[src/shared/monitor_consts.svh]
// constants for the monitor configuration and interrupt register group
`ifndef MONITOR_CONSTS_SVH
`define MONITOR_CONSTS_SVH

// ----------------------------------------------------------------------
// register offsets (address pointer values)
// ----------------------------------------------------------------------
`define OFS_MONITOR_CONFIGURATION 8'h40
`define OFS_IRQ_STATUS_ONE        8'h41
`define OFS_IRQ_STATUS_TWO        8'h42
`define OFS_IRQ_MASK_ONE          8'h43
`define OFS_IRQ_MASK_TWO          8'h44
`define OFS_INTRUSION_CLEAR       8'h46

// ----------------------------------------------------------------------
// reset values
// ----------------------------------------------------------------------
`define RST_MONITOR_CONFIGURATION 8'h08
`define RST_IRQ_STATUS            8'h08
`define RST_IRQ_MASK              8'h08
`define RST_INTRUSION_CLEAR       8'h08

// ----------------------------------------------------------------------
// configuration field positions
// ----------------------------------------------------------------------
`define CFG_RUN_BIT       0
`define CFG_IRQ_EN_BIT    1
`define CFG_IRQ_HOLD_BIT  3
`define CFG_RESET_BIT     4
`define CFG_INTRUDE_BIT   6
`define CFG_INIT_BIT      7

// ----------------------------------------------------------------------
// status and mask field positions
// ----------------------------------------------------------------------
`define ST1_TEMP_BIT      4
`define ST1_FAN_ONE_BIT   6
`define ST1_FAN_TWO_BIT   7
`define ST2_INTRUDE_BIT   4
`define ST2_TEMP_LOW_BIT  7
`define MSK2_RESET_EN_BIT 7
`define ICLR_PULSE_BIT    7
// implemented status bits; reserved ones read zero
`define ST1_USED_MASK     8'hdf
`define ST2_USED_MASK     8'h93

// ----------------------------------------------------------------------
// timing
// ----------------------------------------------------------------------
`define CLK_PERIOD_PS     5000
`define PULSE_TIME_MS     20
// least time, rounded up
`define PULSE_CYCLES (32'((`PULSE_TIME_MS * 64'd1000000000 \
    + `CLK_PERIOD_PS - 1) / `CLK_PERIOD_PS))

`endif

[src/shared/monitor_pkg.sv]
// types for the monitor configuration and interrupt register group
package monitor_pkg;
    typedef logic [7:0] byte_t;
    typedef enum logic [1:0] {
        ACC_IDLE  = 2'b00,
        ACC_WRITE = 2'b01,
        ACC_READ  = 2'b10
    } access_t;
endpackage

[src/hw/low_pulse_timer.sv]
// one-shot low pulse timer for an open-drain pin
`timescale 1ns/1ps
module low_pulse_timer #(
    parameter int unsigned CYCLES = 4000000
) (
    // clock and reset
    input  wire logic CLK,
    input  wire logic RST,
    // control
    input  wire logic start,
    output logic      busy,
    output logic      done
);
    // ------------------------------------------------------------------
    // counter
    // ------------------------------------------------------------------
    logic [31:0] count_reg;  // cycles left in the pulse

    // load on start, count down to zero; done pulses in the cycle after the last busy one
    always_ff @(posedge CLK) begin
        if (RST) begin
            count_reg <= 32'h0;
            done      <= 1'b0;
        end else begin
            done <= (count_reg == 32'h1);
            // a start still high in the cycle after the pulse ends is the
            // command bit clearing itself; it must not fire a second pulse
            if (start && count_reg == 32'h0 && !done) begin
                count_reg <= CYCLES[31:0];
            end else if (count_reg != 32'h0) begin
                count_reg <= count_reg - 32'h1;
            end
        end
    end

    assign busy = (count_reg != 32'h0);
endmodule // low_pulse_timer

[src/hw/monitor_config_and_irq_regs.sv]
// configuration and interrupt register group of a hardware monitor
// ----------------------------------------------------------------------
// Overview of operation
// - run bit one scans, zero standby
// - start enables scanning and limit comparison
// - clearing run bit keeps interrupt asserted
// - enable bit gates interrupt pin
// - hold bit deasserts pin, status kept
// - hold bit pauses monitoring loop
// - reset command pulses pin low 20ms, self-clears
// - reset command needs mask two bit seven
// - intrusion command pulses pin low 20ms
// - intrusion command shared with clear register
// - init bit restores defaults, reads zero
// - voltage crossings latch status bits
// - high temperature sets status one bit four
// - fan limits set status bits six, seven
// - intrusion high sets status two bit four
// - low temperature flag only in extended mode
// - mask one blocks matching interrupt, flag kept
// - status read returns then clears
// - extended enable gates low-temperature flag
// ----------------------------------------------------------------------
`timescale 1ns/1ps
`include "monitor_consts.svh"
module monitor_config_and_irq_regs #(
    parameter int unsigned PULSE_CYCLES = `PULSE_CYCLES
) (
    // clock and reset
    input  wire logic           CLK,
    input  wire logic           RST,
    // register port from the serial front end
    input  wire logic           REG_WR,
    input  wire logic           REG_RD,
    input  wire monitor_pkg::byte_t REG_ADDR,
    input  wire monitor_pkg::byte_t REG_WDATA,
    output monitor_pkg::byte_t  REG_RDATA,
    output logic                REG_HIT,
    // limit events from the monitoring loop (one-cycle pulses)
    input  wire logic           RAIL_2V5_INPUT,
    input  wire logic           CORE_RAIL_ONE,
    input  wire logic           RAIL_3V3_INPUT,
    input  wire logic           RAIL_5V_INPUT,
    input  wire logic           TEMP_HIGH,
    input  wire logic           TEMP_HIGH_HYSTERESIS,
    input  wire logic           FAN_ONE_FLAG,
    input  wire logic           FAN_TWO_FLAG,
    input  wire logic           RAIL_12V_INPUT,
    input  wire logic           CORE_RAIL_TWO,
    input  wire logic           TEMP_LOW_FLAG,
    // extended mode enable from the extended register block
    input  wire logic           EXT_MODE_EN,
    // chassis intrusion pin (open drain)
    input  wire logic           CHASSIS_INTRUSION_IN,
    output logic                CHASSIS_INTRUSION_OUT,
    output logic                CHASSIS_INTRUSION_OE_N,
    // reset pin drive (open drain)
    output logic                RESET_PIN_OUT,
    output logic                RESET_PIN_OE_N,
    // monitoring loop control and interrupt
    output logic                SCAN_RUN,
    output logic                INIT_PULSE,
    output logic                IRQ_N
);
    import monitor_pkg::*;

    // ------------------------------------------------------------------
    // registers
    // ------------------------------------------------------------------
    byte_t cfg_reg, cfg_next;        // configuration
    byte_t st1_reg, st1_next;        // status one
    byte_t st2_reg, st2_next;        // status two
    byte_t msk1_reg, msk1_next;      // mask one
    byte_t msk2_reg, msk2_next;      // mask two
    byte_t iclr_reg, iclr_next;      // intrusion clear, bits 6:0 plain
    logic  ipulse_reg, ipulse_next;  // shared intrusion pulse command
    logic  [2:0] ci_sync_reg;        // intrusion pin synchroniser
    logic  ci_level_reg;             // filtered intrusion level
    access_t acc;                    // decoded access kind

    // ------------------------------------------------------------------
    // address decode
    // ------------------------------------------------------------------
    wire hit_cfg  = (REG_ADDR == `OFS_MONITOR_CONFIGURATION);
    wire hit_st1  = (REG_ADDR == `OFS_IRQ_STATUS_ONE);
    wire hit_st2  = (REG_ADDR == `OFS_IRQ_STATUS_TWO);
    wire hit_msk1 = (REG_ADDR == `OFS_IRQ_MASK_ONE);
    wire hit_msk2 = (REG_ADDR == `OFS_IRQ_MASK_TWO);
    wire hit_iclr = (REG_ADDR == `OFS_INTRUSION_CLEAR);
    wire hit_any  = hit_cfg | hit_st1 | hit_st2 | hit_msk1 | hit_msk2
                  | hit_iclr;
    // write wins if both strobes arrive together
    assign acc = REG_WR ? ACC_WRITE : (REG_RD ? ACC_READ : ACC_IDLE);
    wire wr   = (acc == ACC_WRITE);
    wire rd   = (acc == ACC_READ);

    // software initialization: writing one to init restores defaults
    wire init_cmd = wr & hit_cfg & REG_WDATA[`CFG_INIT_BIT];

    // ------------------------------------------------------------------
    // pulse timers
    // ------------------------------------------------------------------
    logic rst_busy, rst_done, ci_busy, ci_done;
    // reset pulse only starts while mask two bit seven enables it
    wire rst_start = cfg_reg[`CFG_RESET_BIT]
                   & msk2_reg[`MSK2_RESET_EN_BIT];
    wire ci_start  = ipulse_reg;

    low_pulse_timer #(.CYCLES(PULSE_CYCLES)) u_reset_timer (
        .CLK   (CLK),
        .RST   (RST),
        .start (rst_start),
        .busy  (rst_busy),
        .done  (rst_done)
    );

    low_pulse_timer #(.CYCLES(PULSE_CYCLES)) u_intrusion_timer (
        .CLK   (CLK),
        .RST   (RST),
        .start (ci_start),
        .busy  (ci_busy),
        .done  (ci_done)
    );

    // ------------------------------------------------------------------
    // event collection
    // ------------------------------------------------------------------
    // intrusion input seen once sync stages two and three agree high;
    // our own low drive must not count as an event
    wire ci_rise = ci_sync_reg[1] & ci_sync_reg[2] & ~ci_level_reg
                 & ~ci_busy;
    // events only while the loop actually runs, except the intrusion input
    wire loop_on = SCAN_RUN;
    byte_t ev1, ev2;
    assign ev1 = loop_on ? {FAN_TWO_FLAG, FAN_ONE_FLAG,
                            1'b0,
                            TEMP_HIGH | TEMP_HIGH_HYSTERESIS,
                            RAIL_5V_INPUT, RAIL_3V3_INPUT,
                            CORE_RAIL_ONE, RAIL_2V5_INPUT}
                         : 8'h00;
    assign ev2 = {TEMP_LOW_FLAG & EXT_MODE_EN & loop_on,
                  2'b00,
                  ci_rise,
                  2'b00,
                  loop_on & CORE_RAIL_TWO,
                  loop_on & RAIL_12V_INPUT};

    // ------------------------------------------------------------------
    // next-state for status: read clears, new event wins over clear
    // ------------------------------------------------------------------
    assign st1_next = init_cmd ? `RST_IRQ_STATUS
                    : (((rd & hit_st1) ? 8'h00 : st1_reg) | ev1);
    assign st2_next = init_cmd ? `RST_IRQ_STATUS
                    : (((rd & hit_st2) ? 8'h00 : st2_reg) | ev2);

    // ------------------------------------------------------------------
    // next-state for mask and configuration
    // ------------------------------------------------------------------
    assign msk1_next = init_cmd ? `RST_IRQ_MASK
                     : ((wr & hit_msk1) ? REG_WDATA : msk1_reg);
    assign msk2_next = init_cmd ? `RST_IRQ_MASK
                     : ((wr & hit_msk2) ? REG_WDATA : msk2_reg);

    // configuration: init and intrusion-command bits are not kept here
    byte_t cfg_wr;
    assign cfg_wr = {1'b0, 1'b0, REG_WDATA[5],
                     REG_WDATA[`CFG_RESET_BIT] | cfg_reg[`CFG_RESET_BIT],
                     REG_WDATA[3:0]};
    byte_t cfg_held;
    // reset command clears once its pulse has ended, or at once if
    // the enable in mask two is off (nothing to wait for)
    assign cfg_held = {cfg_reg[7:5],
                       cfg_reg[`CFG_RESET_BIT]
                         & ~rst_done
                         & msk2_reg[`MSK2_RESET_EN_BIT],
                       cfg_reg[3:0]};
    assign cfg_next = init_cmd ? `RST_MONITOR_CONFIGURATION
                    : ((wr & hit_cfg) ? cfg_wr : cfg_held);

    // shared intrusion pulse bit: set through either address,
    // cleared when the pulse ends
    wire ipulse_set = (wr & hit_cfg & REG_WDATA[`CFG_INTRUDE_BIT])
                    | (wr & hit_iclr & REG_WDATA[`ICLR_PULSE_BIT]);
    assign ipulse_next = init_cmd ? 1'b0
                       : (ipulse_set | (ipulse_reg & ~ci_done));
    assign iclr_next = init_cmd ? `RST_INTRUSION_CLEAR
                     : ((wr & hit_iclr) ? {1'b0, REG_WDATA[6:0]}
                                        : iclr_reg);

    // ------------------------------------------------------------------
    // read mux
    // ------------------------------------------------------------------
    byte_t rd_mux;
    assign rd_mux =
        hit_cfg  ? {1'b0, ipulse_reg, cfg_reg[5:0]} :
        hit_st1  ? (st1_reg & `ST1_USED_MASK) :
        hit_st2  ? (st2_reg & `ST2_USED_MASK) :
        hit_msk1 ? msk1_reg :
        hit_msk2 ? msk2_reg :
        hit_iclr ? {ipulse_reg, iclr_reg[6:0]} : 8'h00;

    // ------------------------------------------------------------------
    // interrupt decision
    // ------------------------------------------------------------------
    // pending stays on when run is cleared; read, mask, init, hold or enable clear releases
    wire pend = |(st1_reg & `ST1_USED_MASK & ~msk1_reg)
              | |(st2_reg & `ST2_USED_MASK
                  & {1'b1, ~msk2_reg[6:0]});
    wire irq_next = pend & cfg_reg[`CFG_IRQ_EN_BIT]
                  & ~cfg_reg[`CFG_IRQ_HOLD_BIT];
    // scanning and limit checking run only with run set, hold clear
    wire run_next = cfg_next[`CFG_RUN_BIT]
                  & ~cfg_next[`CFG_IRQ_HOLD_BIT];

    // ------------------------------------------------------------------
    // register update
    // ------------------------------------------------------------------
    always_ff @(posedge CLK) begin
        if (RST) begin
            cfg_reg    <= `RST_MONITOR_CONFIGURATION;
            st1_reg    <= `RST_IRQ_STATUS;
            st2_reg    <= `RST_IRQ_STATUS;
            msk1_reg   <= `RST_IRQ_MASK;
            msk2_reg   <= `RST_IRQ_MASK;
            iclr_reg   <= `RST_INTRUSION_CLEAR;
            ipulse_reg <= 1'b0;
        end else begin
            cfg_reg    <= cfg_next;
            st1_reg    <= st1_next;
            st2_reg    <= st2_next;
            msk1_reg   <= msk1_next;
            msk2_reg   <= msk2_next;
            iclr_reg   <= iclr_next;
            ipulse_reg <= ipulse_next;
        end
    end

    // intrusion pin: three stages, level moves when stages two and three agree
    always_ff @(posedge CLK) begin
        if (RST) begin
            ci_sync_reg  <= 3'b000;
            ci_level_reg <= 1'b0;
        end else begin
            ci_sync_reg <= {ci_sync_reg[1:0], CHASSIS_INTRUSION_IN};
            if (ci_sync_reg[1] == ci_sync_reg[2]) begin
                ci_level_reg <= ci_sync_reg[2];
            end
        end
    end

    // outputs, all registered
    always_ff @(posedge CLK) begin
        if (RST) begin
            REG_RDATA              <= 8'h00;
            REG_HIT                <= 1'b0;
            IRQ_N                  <= 1'b1;
            SCAN_RUN               <= 1'b0;
            INIT_PULSE             <= 1'b0;
            RESET_PIN_OUT          <= 1'b0;
            RESET_PIN_OE_N         <= 1'b1;
            CHASSIS_INTRUSION_OUT  <= 1'b0;
            CHASSIS_INTRUSION_OE_N <= 1'b1;
        end else begin
            REG_RDATA      <= rd ? rd_mux : REG_RDATA;
            REG_HIT        <= (rd | wr) & hit_any;
            IRQ_N          <= ~irq_next;
            SCAN_RUN       <= run_next;
            INIT_PULSE     <= init_cmd;
            RESET_PIN_OUT  <= 1'b0;
            // low drive only while the pulse timer runs
            RESET_PIN_OE_N <= ~(rst_busy & ~rst_done);
            CHASSIS_INTRUSION_OUT  <= 1'b0;
            CHASSIS_INTRUSION_OE_N <= ~(ci_busy & ~ci_done);
        end
    end
endmodule // monitor_config_and_irq_regs

[config.mk]
export PLATFORM = sky130hd
export DESIGN_NAME = monitor_config_and_irq_regs
export DESIGN_NICKNAME = d
export VERILOG_FILES = /design/src/shared/monitor_pkg.sv /design/src/hw/low_pulse_timer.sv /design/src/hw/monitor_config_and_irq_regs.sv
export VERILOG_INCLUDE_DIRS = /design/src /design/src/shared
export SDC_FILE = /design/constraint.sdc
export NUM_CORES = 1
export LEC_CHECK = 0
export BUFFER_PORTS_ARGS = -buffer_cell sky130_fd_sc_hd__buf_2
export CORE_MARGIN = 8
export CORE_UTILIZATION = 25
export DETAILED_ROUTE_END_ITERATION = 7
export HOLD_SLACK_MARGIN = 0.02
export PLACE_DENSITY = 0.43
export SYNTH_ARGS = -nofsm -noshare
export SYNTH_HDL_FRONTEND = slang
export SYNTH_HIERARCHICAL = 1
export SYNTH_SLANG_ARGS = --single-unit
[constraint.sdc]
create_clock -name CLK -period 2.5 [get_ports CLK]
set_input_delay 0.5 -clock CLK [delete_from_list [all_inputs] [get_ports CLK]]
set_output_delay 0.5 -clock CLK [all_outputs]
set_load 0.05 [all_outputs]
# After elaboration in Yosys (flattened, before gate mapping)
# Cells that the tools add are included.
[word_totals]
in_bits = 33
reg_bits = 130
word_cells = 123
[op_classes]
bitwise_logic = 52
mux = 17
n_eq_ne = 11
n_addsub = 2
reduce_logical = 17
[op_table]
columns = ["cell", "n"]
rows = [
  ["two-way mux 22 bit", 4],
  ["two-way mux 8 bit", 9],
  ["equality test 32 x 1 -> 1 bit, second input constant", 2],
  ["zero test 32 bit", 2],
  ["nonzero test 32 bit", 2],
  ["subtractor 32 x 1 -> 32 bit, second input constant", 2],
  ["equality test 8 x 7 -> 1 bit, second input constant", 6],
  ["AND 1 bit", 26],
  ["AND 8 bit", 2],
  ["bitwise OR 8 bit", 2],
  ["OR reduction 8 bit", 2],
  ["bitwise OR 1 bit", 11],
  ["NOT 1 bit", 9],
  ["NOT 8 bit", 1],
  ["NOT 7 bit", 1],
  ["OR reduction 2 bit", 3],
  ["two-way mux 5 bit", 1],
  ["logical AND 1 bit", 4],
  ["two-way mux 2 bit", 2],
  ["two-way mux 4 bit", 1],
  ["nonzero test 2 bit", 2],
  ["equality test 2 x 1 -> 1 bit, second input constant", 1],
  ["equality test 2 bit, second input constant", 1],
  ["zero test 1 bit", 2],
  ["equality test 1 bit", 1],
]

# Depth between registers and ports, before layout
[logic_depth]
word_depth = 8
mapped_depth = 9
depth_no_buf = 8

# Cells and area by module
# Netlist, hierarchy kept.
[modules_own_cells]
columns = ["mod", "cells_each", "seq_area_each_um2", "area_each_um2", "n_inst"]
rows = [
  ["low_pulse_timer", 203, 660.6, 1737.9, 2],
  ["monitor_config_and_irq_regs", 300, 1181.1, 2786.4, 1],
]

# Worst setup path after synthesis
# No wires, ideal clock.
[synth_timing]
kind = "register to register"
from = "register u_intrusion_timer.count_reg[3]"
to = "register u_intrusion_timer.count_reg[9]"
slack_ns = 0.514
period_less_slack_ns = 1.986
t_required_ns = 2.434
stages_incl_launch_ff = 6
setup_time_ns = 0.066
t_arrival_ns = 1.920
cell_sequence = "dfxtp_1 > or3_4 > or2_4 > or3_1 > or4_4 > a21oi_2"
[synth_between]
elab_chain_cells = 4
word_cells_on_any_way = 6
cone_classes = "1 x add/sub; 5 x reduce/logical"
[synth_lines]
columns = ["element", "line", "source"]
rows = [
  ["start, declared", "low_pulse_timer.sv:17", "logic [31:0] count_reg;"],
  ["start signal, assigned", "low_pulse_timer.sv:29", "count_reg <= CYCLES[31:0];"],
  ["start signal, assigned", "low_pulse_timer.sv:31", "count_reg <= count_reg - 32'h1;"],
  ["parallel branches: the longest is 4 deep, another holds subtractor 32 x 1 -> 32 bit", "-", ""],
]
# Several ways; the timed one is not identified.
# A chain may end at the register's enable or synchronous reset.

# Worst setup path in the final report
[layout_timing]
from = "register u_intrusion_timer.count_reg[10]"
to = "register u_intrusion_timer.count_reg[27]"
# Same word-level chain as after synthesis.

==> results.py <==
metrics = {
    "floorplanning": {
        "initial_utilization": 0.252,
        "fp.dieW_um": 174,
        "fp.coreArea_um2": 24900,
        "chipHeight_um": 174,
        "die-area_um2": 30400,
        "design.portCount": 49,
        "rows": 58,
    },
    "worst_setup_path": {
        "cp-startpoint": "u_intrusion_timer/count_reg[10]",
        "regToRegStartpoint": "u_intrusion_timer/count_reg[10]",
        "required_ns": 2.84,
        "rrSetupSlack_ns": 0.24,
        "crit_arrival_ns": 2.60,
        "startpoint_type": "flop",
        "critPathMaxFanout": 6,
        "endpoint": "u_intrusion_timer/count_reg[27]",
        "crit_path_end_kind": "flop",
        "critPathKind": "reg -> reg",
        "rr_worst_depth": 5,
        "r2r_end": "u_intrusion_timer/count_reg[27]",
    },
    "power_and_ir_drop": {
        "swShare": 0.426,
        "switchingPower_w": 0.00432,
        "ir_drop_v": 0.000723,
        "power_frac_comb": 0.466,
        "power_w": 0.0101,
        "p_leak_nw": 2.89,
        "p_per_area_nw_per_um2": 1340,
        "power_frac_seq": 0.291,
        "internal_power_w": 0.00582,
        "clock_power_share": 0.243,
    },
    "cells_and_area": {
        "diodes": 0,
        "area_delta_synth_final_pct": 20.7,
        "final_cell_mix": "dfxtp_1 (125), nor2_1 (59), a21oi_1 (56)",
        "drive_above_1_share": 0.188,
        "final_common_cell": "dfxtp_1",
        "fill_cells": 2631,
        "fin_nets": 803,
    },
    "logic_synthesis": {
        "synth_ff_type": "dfxtp_1",
        "ys_ff_latch": 125,
        "ys.warnings.count": 6,
        "syn-instance-count": 706,
        "synth_edf_count": 0,
        "ys_async_sr_fraction": 0,
        "avgSynthCellArea_um2": 8.87,
        "ys_types": 74,
        "yosysSeqAreaShare": 0.400,
        "synth_area_um2": 6260,
    },
    "sta": {
        "worst_slew_pin_slew_ns": 0.683,
        "fin_crit_ns": 2.26,
        "drv_slew": 0,
        "clock.fmax_mhz": 443,
        "setup_violations": 0,
        "fin_setup_tns_ns": 0,
        "slew_headroom": 0.545,
        "hold_viol_final": 0,
        "final.period_utilization": 0.903,
        "rsz0062_at_grt": "false",
        "fin_skew_ns": 0.0107,
    },
    "clock_tree": {
        "cts_resized": 0,
        "clock_latency_ns": 0.42,
        "cts-hold-fix-buffers": 0,
        "root_buffer": "clkbuf_16",
        "numCtsBuffers": 17,
        "post_cts_buffers": 0,
        "clock_path_buffers": 2,
        "cts_tree": "yes",
        "cts.sinks": 125,
        "cts_max_level": 4,
        "cts.clk_slew.worst_paths_ns": 0.06,
    },
    "global_route": {
        "grt_max_degree": 35,
        "grt-ovfl-total": 0,
        "grt_use_total": 0.116,
        "grt_pass1_wl_mm": 28.7,
        "antenna_found_initial": 0,
        "grt_pass1_vias": 5292,
    },
    "route": {
        "dr_wl_met2_mm": 8.18,
        "drt_wl_total_mm": 17.6,
        "drt-wirelength-per-cell_um": 15.9,
        "drtIter0Drc": 295,
        "ant_nets": 0,
        "top_layer": "met4",
        "via_per_inst": 4.98,
        "dr_wl_met3_um": 511,
        "wl_met1_mm": 8.78,
        "vias": 5505,
        "drc_errors": 0,
        "first_pass_iters": 4,
    },
    "place": {
        "dpl.hpwl_mm": 12.7,
        "place_congestion": 0.799,
        "io_buffers": 46,
    },
    "min_path": {
        "hold_path.class": "in -> reg",
    },
    "flow_run": {
        "cap_violations": 0,
    },
    "status": {
        "outcome": "finished, final reports clean",
    },
}
-- cells by family after synthesis --
family | count (synthesis) | share of synthesized area
simple gates | 301 | 0.295
compound gates | 186 | 0.200
flops | 125 | 0.400
buf+inv | 55 | 0.0408
mux | 29 | 0.0472
fa+ha+maj | 7 | 0.0140
xor+xnor | 2 | 0.00280
other cells | 1 | 0.000599
-- worst min-delay path by stage --
stage                               from              to  cells past startpoint
global route               RAIL_5V_INPUT      st1_reg[3]                      2
finish              CHASSIS_INTRUSION_IN  ci_sync_reg[0]                      2
global placement              cfg_reg[1]           IRQ_N                      1
CTS                 CHASSIS_INTRUSION_IN  ci_sync_reg[0]                      2
floorplan                     cfg_reg[1]           IRQ_N                      1
detailed placement            cfg_reg[1]           IRQ_N                      1
-- Yosys cell counts, drive strengths merged, types with 3 or more instances --
library cell	number	area (µm²)
buf	30	161
or3	39	262
nor2	62	240
or4b	7	70.1
and3	6	37.5
o21ai	30	150
nand2b	4	25.0
nor3	19	95.1
a21oi	58	298
nand3b	8	60.1
mux2i	25	250
a41oi	4	35.0
nand4	13	103
or2	9	61.3
a22oi	7	52.6
clkbuf	6	22.5
a31oi	9	56.3
o41ai	10	87.6
nor4	13	151
nand2	38	143
or4	19	150
nor4b	5	50.0
dfxtp	125	2500
inv	19	71.3
a2111oi	3	27.5
nor2b	18	113
o31ai	17	128
a221o	5	50.1
and4	4	35.0
nor3b	7	57.6
a211oi	5	37.5
a221oi	10	87.6
nand3	19	100
ha	7	87.6
and2	3	18.8
mux2	4	45.0
and4b	3	30.0
o31a	7	61.3
a22o	4	35.0
o211ai	4	30.0
-- power groups by stage --
stage                     Combinational (W)  Clock (W)  Sequential [W]
after floorplan                     0.00336          0         0.00292
after global placement              0.00473          0         0.00301
after detailed placement            0.00470          0         0.00299
after CTS                           0.00473    0.00256         0.00295
after global routing                0.00529    0.00266         0.00303
final                               0.00472    0.00247         0.00295
-- metal layers --
| layer | global-route usage | vias to the layer above |
|---|---|---|
| li1 | - | 2805 |
| met1 | 0.152 | 2611 |
| met2 | 0.188 | 78 |
| met3 | 0.0271 | 11 |
| met4 | 0.0285 | 0 |
| met5 | 0 | - |
-- cell type report --
type,count,area [µm²],area share
Clock buffer,17,425,0.0563
Clock inverter,15,165,0.0219
Inverter,19,71.3,0.00944
Multi-Input combinational cell,527,3510,0.464
Sequential cell,125,2500,0.331
Tap cell,330,413,0.0546
Timing Repair Buffer,73,470,0.0623
-- critical path, stage by stage (launching register included) --
cell	delay, ns
dfxtp_1	0.34
nor4_1	0.56
and4_1	0.37
nand4_1	0.25
or4b_1	0.53
a21oi_1	0.15
-- stage by stage --
step                       util  instances  setup slack [ns]  hold WS [ns]  cell area, µm²
after floorplan               -        707             0.514         0.381            6270
after global placement    0.280       1074             0.312         0.429            6970
after detailed placement  0.280       1074             0.297         0.416            6970
after CTS                 0.304       1106             0.272         0.292            7560
after global routing      0.304       1106            0.0455         0.301            7560
final                     0.304       1106             0.243         0.297            7560
Note: power is estimated with default switching activity, not from simulation.
